**src/verilog/qcc_consts.svh**
```systemverilog
// bit positions and reset values of the codec control registers
`ifndef QCC_CONSTS_SVH
`define QCC_CONSTS_SVH

// =====================================================================
// serial byte framing
`define QCC_BYTE_BITS 8
`define QCC_LEAD_BIT 7

// =====================================================================
// configuration word fields
`define QCC_CFG_MODE_HI 6
`define QCC_CFG_MODE_LO 5
`define QCC_CFG_SUB 4
`define QCC_CFG_CH_HI 3
`define QCC_CFG_CH_LO 2
`define QCC_CFG_SEL_HI 1
`define QCC_CFG_SEL_LO 0

// =====================================================================
// data byte fields
`define QCC_SLOT_HI 6
`define QCC_GAIN_HALF_HI 6
`define QCC_CTRL_OUT_HI 4
`define QCC_CTRL_OUT_LO 2
`define QCC_CTRL_IO1 1
`define QCC_CTRL_IO0 0

// =====================================================================
// reset values
`define QCC_CFG_RST 8'h00
`define QCC_SLOT_RST 7'h00
`define QCC_GAIN_RST 7'h00
`define QCC_CTRL_RST 5'h00
`define QCC_DIR_RST 2'h3
`define QCC_EN_RST 2'h0

`endif

```
**src/verilog/qcc_pkg.sv**
```systemverilog
// types shared by the codec control register modules
package qcc_pkg;

    // =================================================================
    // decoded operating mode of the configuration word
    typedef enum logic [2:0] {
        QCC_MODE_MU,
        QCC_MODE_A,
        QCC_MODE_GAIN,
        QCC_MODE_LINE,
        QCC_MODE_RSVD
    } qcc_mode_e;

    // =================================================================
    // state of the serial shifter
    typedef struct packed {
        logic [2:0] cs_s;
        logic [2:0] sck_s;
        logic [1:0] sdi_s;
        logic [7:0] rx_sh;
        logic [3:0] cnt;
        logic [7:0] tx_sh;
        logic sdo;
        logic oe;
        logic vld;
        logic [7:0] data;
    } qcc_shift_s;

    // =================================================================
    // state of the register bank
    typedef struct packed {
        logic [7:0] cfg;
        logic law_a;
        logic delayed;
        logic [3:0][1:0] chan_en;
        logic [3:0][1:0] dir;
        logic [3:0][4:0] ctrl;
        logic [3:0][6:0] tx_slot;
        logic [3:0][6:0] rx_slot;
        logic [3:0][1:0][1:0][6:0] gain;
        logic [3:0][1:0] io_s1;
        logic [3:0][1:0] io_s2;
    } qcc_bank_s;

endpackage : qcc_pkg

```
**src/verilog/qcc_byte_if.sv**
```systemverilog
// byte carrier between the serial shifter and the register bank
`timescale 1ns/1ps
interface qcc_byte_if;
    logic byte_vld;
    logic [7:0] byte_data;
    logic [7:0] tx_byte;
    logic tx_en;

    modport shifter (
        output byte_vld,
        output byte_data,
        input tx_byte,
        input tx_en
    );

    modport bank (
        input byte_vld,
        input byte_data,
        output tx_byte,
        output tx_en
    );
endinterface : qcc_byte_if

```
**src/verilog/qcc_serial_shift.sv**
```systemverilog
// serial control link shifter, sampled on the core clock
`timescale 1ns/1ps
`include "qcc_consts.svh"
module qcc_serial_shift
    import qcc_pkg::*;
(
    // clock and reset
    input wire logic core_clk,
    input wire logic rstn,
    input wire logic ce,
    // serial link pins
    input wire logic serial_control_clock,
    input wire logic control_select_n,
    input wire logic serial_control_in,
    output logic serial_control_out,
    output logic serial_control_out_oe,
    // byte side
    qcc_byte_if.shifter bus
);

    // =================================================================
    // state
    qcc_shift_s r_reg;
    qcc_shift_s r_next;
    logic sel;
    logic cs_fall;
    logic sck_fall;
    logic sck_rise;

    // edges are judged from stage two and three only
    assign sel = !r_reg.cs_s[1];
    assign cs_fall = r_reg.cs_s[2] && !r_reg.cs_s[1];
    assign sck_fall = r_reg.sck_s[2] && !r_reg.sck_s[1];
    assign sck_rise = !r_reg.sck_s[2] && r_reg.sck_s[1];

    always_comb begin
        r_next = r_reg;
        r_next.vld = 1'b0;
        r_next.cs_s = {r_reg.cs_s[1:0], control_select_n};
        r_next.sck_s = {r_reg.sck_s[1:0], serial_control_clock};
        r_next.sdi_s = {r_reg.sdi_s[0], serial_control_in};
        if (!sel) begin
            r_next.cnt = 4'h0;
            r_next.oe = 1'b0;
        end else if (cs_fall) begin
            // status image is captured once, at the start of the cycle
            r_next.tx_sh = bus.tx_byte;
            r_next.oe = bus.tx_en;
            r_next.cnt = 4'h0;
        end else begin
            // msb first, sampled on falling link clock edges
            if (sck_fall && r_reg.cnt < 4'(`QCC_BYTE_BITS)) begin
                r_next.rx_sh = {r_reg.rx_sh[6:0], r_reg.sdi_s[1]};
                r_next.cnt = r_reg.cnt + 4'h1;
                if (r_reg.cnt == 4'(`QCC_BYTE_BITS - 1)) begin
                    r_next.vld = 1'b1;
                    r_next.data = {r_reg.rx_sh[6:0], r_reg.sdi_s[1]};
                end
            end
            // driven on rising edges; extra clocks shift out zeros
            if (sck_rise) begin
                r_next.sdo = r_reg.tx_sh[7];
                r_next.tx_sh = {r_reg.tx_sh[6:0], 1'b0};
            end
        end
    end

    always_ff @(posedge core_clk or negedge rstn) begin
        if (!rstn) begin
            r_reg <= '{cs_s: 3'h7, sck_s: 3'h7, default: '0};
        end else if (ce) begin
            r_reg <= r_next;
        end
    end

    // =================================================================
    // outputs
    assign serial_control_out = r_reg.sdo;
    assign serial_control_out_oe = r_reg.oe;
    assign bus.byte_vld = r_reg.vld;
    assign bus.byte_data = r_reg.data;

endmodule : qcc_serial_shift

```
**src/verilog/qcc_ctrl_regs.sv**
```systemverilog
// control register bank of a four channel pcm voice codec
`timescale 1ns/1ps
`include "qcc_consts.svh"
// Overview of operation
// - bytes are eight bits, msb first
// - lead one: config word; lead zero: data
// - codec law applies to all channels
// - codec bit four picks delayed timing
// - upper mode set: bit four line/gain
// - bits three-two select the channel
// - low bits set power and slot use
// - line mode: low bits set pin direction
// - gain mode bit one: transmit or receive
// - gain mode bit zero: upper or lower
// - slot register low seven bits: slot
// - slot zero aligned to frame sync
// - slot count follows bit clock rate
// - control bits four-two drive output pins
// - bits one-zero drive bidirectional outputs
// - status seven-three: selected channel pins
// - status two-zero: channels one-three pin zero
// - line mode: write and status read together
module qcc_ctrl_regs
    import qcc_pkg::*;
#(
    parameter int CHANNELS = 4,
    parameter int SLOT_BITS = 7,
    parameter int GAIN_BITS = 14
) (
    // clock and reset
    input wire logic core_clk,
    input wire logic rstn,
    input wire logic ce,
    // serial control link
    input wire logic serial_control_clock,
    input wire logic control_select_n,
    input wire logic serial_control_in,
    output logic serial_control_out,
    output logic serial_control_out_oe,
    // line interface signalling pins, three per channel
    output logic [3*CHANNELS-1:0] line_out_pins,
    // bidirectional signalling pins, two per channel
    input wire logic [2*CHANNELS-1:0] line_bidir_in,
    output logic [2*CHANNELS-1:0] line_bidir_out,
    output logic [2*CHANNELS-1:0] line_bidir_oe,
    // global codec settings
    output logic alaw_sel,
    output logic delayed_timing,
    // per channel power and slot assignment
    output logic [CHANNELS-1:0] chan_power,
    output logic [CHANNELS-1:0] rx_slot_en,
    output logic [CHANNELS-1:0] tx_slot_en,
    output logic [SLOT_BITS*CHANNELS-1:0] rx_slot_num,
    output logic [SLOT_BITS*CHANNELS-1:0] tx_slot_num,
    // gain coefficients
    output logic [GAIN_BITS*CHANNELS-1:0] rx_gain_coef,
    output logic [GAIN_BITS*CHANNELS-1:0] tx_gain_coef
);

    // =================================================================
    // mode decode, used for the stored word and for incoming words
    function automatic qcc_mode_e qcc_decode(input logic [7:0] w);
        qcc_mode_e m;
        m = QCC_MODE_RSVD;
        case (w[`QCC_CFG_MODE_HI:`QCC_CFG_MODE_LO])
            2'h0: begin
                m = QCC_MODE_MU;
            end
            2'h1: begin
                m = QCC_MODE_A;
            end
            2'h2: begin
                // sub-mode: one is line interface, zero is gain
                m = w[`QCC_CFG_SUB] ? QCC_MODE_LINE : QCC_MODE_GAIN;
            end
            default: begin
                m = QCC_MODE_RSVD;
            end
        endcase
        return m;
    endfunction : qcc_decode

    // =================================================================
    // shifter
    qcc_byte_if link_bus ();

    qcc_serial_shift u_shift (
        .core_clk(core_clk),
        .rstn(rstn),
        .ce(ce),
        .serial_control_clock(serial_control_clock),
        .control_select_n(control_select_n),
        .serial_control_in(serial_control_in),
        .serial_control_out(serial_control_out),
        .serial_control_out_oe(serial_control_out_oe),
        .bus(link_bus.shifter)
    );

    // =================================================================
    // state
    qcc_bank_s r_reg;
    qcc_bank_s r_next;
    qcc_mode_e cur_mode;
    qcc_mode_e new_mode;
    logic [1:0] cur_ch;
    logic [1:0] new_ch;
    logic [7:0] byte_in;
    logic [7:0] status_byte;
    logic chan1_bidir_pin_zero;
    logic chan2_bidir_pin_zero;
    logic chan3_bidir_pin_zero;

    assign byte_in = link_bus.byte_data;
    assign cur_mode = qcc_decode(r_reg.cfg);
    assign new_mode = qcc_decode(byte_in);
    assign cur_ch = r_reg.cfg[`QCC_CFG_CH_HI:`QCC_CFG_CH_LO];
    assign new_ch = byte_in[`QCC_CFG_CH_HI:`QCC_CFG_CH_LO];

    always_comb begin
        r_next = r_reg;
        // pin levels pass two flops before the status image reads them
        r_next.io_s1 = line_bidir_in;
        r_next.io_s2 = r_reg.io_s1;
        if (link_bus.byte_vld) begin
            if (byte_in[`QCC_LEAD_BIT]) begin
                r_next.cfg = byte_in;
                case (new_mode)
                    QCC_MODE_MU, QCC_MODE_A: begin
                        // one law and one timing for every channel
                        r_next.law_a = (new_mode == QCC_MODE_A);
                        r_next.delayed = byte_in[`QCC_CFG_SUB];
                        // 00 down, 01 rx, 10 tx, 11 both
                        r_next.chan_en[new_ch] =
                            byte_in[`QCC_CFG_SEL_HI:`QCC_CFG_SEL_LO];
                    end
                    QCC_MODE_LINE: begin
                        // one is input, zero is output
                        r_next.dir[new_ch] =
                            byte_in[`QCC_CFG_SEL_HI:`QCC_CFG_SEL_LO];
                    end
                    QCC_MODE_GAIN: begin
                        r_next.dir = r_reg.dir;
                    end
                    default: begin
                        // reserved mode stores the word and acts on nothing
                        r_next.dir = r_reg.dir;
                    end
                endcase
            end else begin
                case (cur_mode)
                    QCC_MODE_MU, QCC_MODE_A: begin
                        // enable bits double as the slot register select
                        if (r_reg.cfg[`QCC_CFG_SEL_LO]) begin
                            r_next.rx_slot[cur_ch] =
                                byte_in[`QCC_SLOT_HI:0];
                        end
                        if (r_reg.cfg[`QCC_CFG_SEL_HI]) begin
                            r_next.tx_slot[cur_ch] =
                                byte_in[`QCC_SLOT_HI:0];
                        end
                    end
                    QCC_MODE_GAIN: begin
                        // path by bit one, half by bit zero
                        r_next.gain[cur_ch][r_reg.cfg[`QCC_CFG_SEL_HI]]
                            [r_reg.cfg[`QCC_CFG_SEL_LO]] =
                            byte_in[`QCC_GAIN_HALF_HI:0];
                    end
                    QCC_MODE_LINE: begin
                        // reserved bits six and five are dropped
                        r_next.ctrl[cur_ch] =
                            byte_in[`QCC_CTRL_OUT_HI:0];
                    end
                    default: begin
                        r_next.ctrl = r_reg.ctrl;
                    end
                endcase
            end
        end
    end

    always_ff @(posedge core_clk or negedge rstn) begin
        if (!rstn) begin
            r_reg.cfg <= `QCC_CFG_RST;
            r_reg.law_a <= 1'b0;
            r_reg.delayed <= 1'b0;
            r_reg.chan_en <= {4{`QCC_EN_RST}};
            r_reg.dir <= {4{`QCC_DIR_RST}};
            r_reg.ctrl <= {4{`QCC_CTRL_RST}};
            r_reg.tx_slot <= {4{`QCC_SLOT_RST}};
            r_reg.rx_slot <= {4{`QCC_SLOT_RST}};
            r_reg.gain <= {16{`QCC_GAIN_RST}};
            r_reg.io_s1 <= '0;
            r_reg.io_s2 <= '0;
        end else if (ce) begin
            r_reg <= r_next;
        end
    end

    // =================================================================
    // status image: selected channel pins plus pin zero of channels one to three
    assign chan1_bidir_pin_zero = r_reg.io_s2[1][0];
    assign chan2_bidir_pin_zero = r_reg.io_s2[2][0];
    assign chan3_bidir_pin_zero = r_reg.io_s2[3][0];

    // out-only pins read back our own drive, they have no input path
    assign status_byte = {
        r_reg.io_s2[cur_ch][0],
        r_reg.io_s2[cur_ch][1],
        r_reg.ctrl[cur_ch][2],
        r_reg.ctrl[cur_ch][3],
        r_reg.ctrl[cur_ch][4],
        chan1_bidir_pin_zero,
        chan2_bidir_pin_zero,
        chan3_bidir_pin_zero
    };

    // status leaves the device in every transfer while the stored word selects line mode
    assign link_bus.tx_byte = status_byte;
    assign link_bus.tx_en = (cur_mode == QCC_MODE_LINE);

    // =================================================================
    // global outputs
    assign alaw_sel = r_reg.law_a;
    assign delayed_timing = r_reg.delayed;

    // =================================================================
    // per channel outputs
    genvar gc;
    generate
        for (gc = 0; gc < CHANNELS; gc++) begin : g_chan
            assign line_out_pins[3*gc +: 3] =
                r_reg.ctrl[gc][`QCC_CTRL_OUT_HI:`QCC_CTRL_OUT_LO];
            // a control bit reaches the pin only while it is an output
            assign line_bidir_out[2*gc] = r_reg.ctrl[gc][`QCC_CTRL_IO0];
            assign line_bidir_out[2*gc+1] = r_reg.ctrl[gc][`QCC_CTRL_IO1];
            assign line_bidir_oe[2*gc] = !r_reg.dir[gc][0];
            assign line_bidir_oe[2*gc+1] = !r_reg.dir[gc][1];
            assign chan_power[gc] = |r_reg.chan_en[gc];
            assign rx_slot_en[gc] = r_reg.chan_en[gc][0];
            assign tx_slot_en[gc] = r_reg.chan_en[gc][1];
            // slot zero starts at frame sync; framer counts 8-bit slots
            // up to the frame length set by the bit clock
            assign rx_slot_num[SLOT_BITS*gc +: SLOT_BITS] =
                r_reg.rx_slot[gc];
            assign tx_slot_num[SLOT_BITS*gc +: SLOT_BITS] =
                r_reg.tx_slot[gc];
            // index one of the path is transmit, of the half is upper
            assign rx_gain_coef[GAIN_BITS*gc +: GAIN_BITS] =
                {r_reg.gain[gc][0][1], r_reg.gain[gc][0][0]};
            assign tx_gain_coef[GAIN_BITS*gc +: GAIN_BITS] =
                {r_reg.gain[gc][1][1], r_reg.gain[gc][1][0]};
        end
    endgenerate

endmodule : qcc_ctrl_regs

```
**config.mk**
```make
export PLATFORM = sky130hd
export DESIGN_NAME = qcc_ctrl_regs
export DESIGN_NICKNAME = d
export VERILOG_FILES = /design/src/verilog/qcc_pkg.sv /design/src/verilog/qcc_byte_if.sv /design/src/verilog/qcc_serial_shift.sv /design/src/verilog/qcc_ctrl_regs.sv
export VERILOG_INCLUDE_DIRS = /design/src /design/src/verilog
export SDC_FILE = /design/constraint.sdc
export NUM_CORES = 1
export LEC_CHECK = 0
export ABC_AREA = 1
export BUFFER_PORTS_ARGS = -buffer_cell sky130_fd_sc_hd__buf_2
export CORE_ASPECT_RATIO = 1.75
export CORE_UTILIZATION = 50
export CTS_CLUSTER_DIAMETER = 200
export DETAILED_ROUTE_END_ITERATION = 7
export PLACE_DENSITY = 0.83
export SYNTH_ARGS = -nofsm -noshare
export SYNTH_HDL_FRONTEND = slang
export SYNTH_SLANG_ARGS = --single-unit
```
**constraint.sdc**
```tcl
create_clock -name core_clk -period 1.4 [get_ports core_clk]
set_input_delay 0.28 -clock core_clk [delete_from_list [all_inputs] [get_ports core_clk]]
set_output_delay 0.28 -clock core_clk [all_outputs]
set_load 0.01 [all_outputs]
```
==> metrics.txt <==
status=complete, but fails checks; failing checks=negative setup slack; crit path max fanout=7; Port Buffers=approximately 230; Top FF cell, synth=dfrtp_1; R2R Path Start=cur_ch[0]; final RePlAce weighted congestion=between 0.8 and 0.9; CTS Buffer Depth=3; Clock transition at path regs=approximately 0.070 ns; GRT Util Overall=0.304; Worst EP required=roughly 1.9 ns; vias in the first global route=11400; r2r endpoint=tx_gain_coef[28]; vias per cell=5.72; via count=between 10000 and 15000; DRT iter0 DRCs=1076; post-synthesis cell type count=24; # rows=76; Worst VDD drop=about 0.86 mV; setup ws final=-0.193 ns; Core Box Area=0.0246 sq mm; Data arrival, critical path=about 2.1 ns; class of the worst hold path=in2reg; worst setup path class=reg2reg; first-pass GRT wire length=about 60000 um; Hold Fails Final Rpt=0; EDFF count, synth=0; worst-margin pin slew=0.564 ns; worst slack, placed=-0.203 ns; Max stage delay cell, worst path=dfrtp_2; most instantiated cells after synthesis=632 x nand2_1, 253 x dfrtp_1, 199 x buf_4, 193 x nand3_1, 43 x inv_1; # IOs=between 200 and 250; Setup crit start kind=register; FILL cells=1597; Cells after Synth=between 1500 and 2000; largest net degree at the start of global routing=59; top-count cell post-synth=nand2_1; Worst-Skew Late Latency=about 0.54 ns; Avg Cell Area, Syn=about 8.3 sq um; first-pass iteration count of the detailed router=5; Clk Tree Root Cell=clkbuf_16; Hold Startpoint=ce; Total Nets Final=1719; hold depth=5; grt ovf=0; Final Cycle Share=1.14; Min-Delay Endpoint=u_shift.r_next[34]; Setup Total Neg Slack=-24.86 ns; dominant cell type by area after synthesis=dfrtp_1; synth top area cells=dfrtp_1 51%, nand2_1 19%, buf_4 12%; Die Ht=211 um; cell mode on critical path=nand2_2; TritonCTS clock tree=done; post-route ant nets=0; LEAKAGE=9.07 nW; Initial Util=0.508; Post-Syn Area=about 0.013 sq mm; reg2reg path depth=6; Setup Viol. Count Final=roughly 240; Max Slew Vio Count=0; Max Clk Rate=0.628 GHz; total CTS buffers=24; Max-cap violations=0; Die Area=between 0.02 and 0.03 sq mm; ys async rst share=1.00; Routed WL=roughly 43000 um; Setup Skew=about 0.027 ns; wire per inst=~21 um; overall die width=~120 um; sequential area share after synthesis=0.535; PwrDens=approximately 950 mW/mm^2; Sink Count=about 270; H-Tree Depth=1; share of the synthesized area in the top cell type=0.506; Reg2Reg Setup Slack=-0.19 ns; Worst Setup End Kind=register; DRC viols=0; worst path cell trace=inv_2 -> nand2_2 -> nor2_2 -> buf_4 -> nand3_2 -> nand2_2; overall power=roughly 16 mW; crit-path max cell delay=between 0.4 and 0.5 ns; Syn. warnings=0; DP Wirelength=around 23000 um; initial antenna violation count=0; Slew Limit Headroom=0.624; RSZ-0062 raised after global routing=true; # diodes=0; layout cell share with drive strength beyond 1=0.460; flops & latches, synth=about 270; Area Growth Syn to Fin=35.8%; syn nets=roughly 1500; final period demand of the worst path=between 1.5 and 2 ns
cells in the final DEF, fill, tap and decap left out, drive strengths merged:
cell,synthesis,final
o21bai,2,2
nor3,1,1
nand4,8,8
ha,1,1
dlygate4sd3,0,12
xor2,1,1
dfstp,14,14
nor2,45,45
buf,222,407
nand2,642,642
bufinv,0,5
dfrtp,253,253
o21ai,38,38
or2,4,4
clkinvlp,0,2
inv,49,49
clkbuf,32,36
clkinv,2,5
nand3,193,193
a21oi,2,2
cells by family (layout without fill, tap and decap cells):
group                      count (synthesis)  after routing  synth area share
xor gates and xnor gates                   1              1          0.000699
and+or+nand+nor                          893            893             0.293
DFF                                      267            267             0.535
buffers and inverters                    305            516             0.154
AOI/OAI and AO/OA                         42             42            0.0172
adders and majority gates                  1              1          0.000999
worst max path at each step:
stage / from / endpoint / slack (ns)
after CTS: tx_slot_en[2] / chan_power[2] / -0.18
final: cur_ch[0] / tx_gain_coef[28] / -0.19
after detailed placement: ce / tx_gain_coef[35] / -0.20
after floorplan: cur_ch[1] / rx_gain_coef[11] / -0.04
after global routing: r_reg[222] / tx_gain_coef[28] / -0.33
after global placement: ce / tx_gain_coef[43] / -0.13
power breakdown:
part | internal [mW] | total [mW] | switching, mW
combinational | 0.277 | 0.747 | 0.470
clock | 4.34 | 7.37 | 3.03
sequential | 7.91 | 8.03 | 0.124
what timing repair did:
item,4_1_cts,5_1_grt
endpoints found under the hold margin,40,0
hold buffers,12,0
pin swaps,83,78
setup endpoints to repair,189,285
buffers inserted,25,50
cloned,11,4
resized for setup,292,204
worst max-delay path: cells and delay by family (launching register included):
kind	cells	cell delay, ns
flops	1	0.44
simple gates	4	0.72
buf+inv	2	0.36
per-stage QoR:
stage / instance area (sq um) / instances / utilization / hold slack, ns
after floorplan: 12500 / 1509 / - / -0.0156
after global placement: 13200 / 1894 / 0.537 / 0.259
after global routing: 17000 / 2032 / 0.691 / 0.282
after detailed placement: 13200 / 1894 / 0.537 / 0.267
final: 17000 / 2032 / 0.691 / 0.253
after CTS: 15900 / 1984 / 0.645 / 0.228
per-layer routing:
layer | track usage | wire (um)
met5 | 0 | 0
met2 | 0.543 | 22600
met1 | 0.323 | 13900
met3 | 0.0466 | 3030
met4 | 0.209 | 3430
area by class of cell:
cell class                      instances  area (sq um)  area share
Sequential cell                       267          6710       0.395
Multi-Input combinational cell        937          5440       0.320
Timing Repair Buffer                  423          3410       0.200
Clock buffer                           32           682      0.0401
Tap cell                              312           390      0.0229
Inverter                               51           196      0.0115
Clock inverter                         10           180      0.0106
Note: power is estimated with default switching activity, not from simulation.
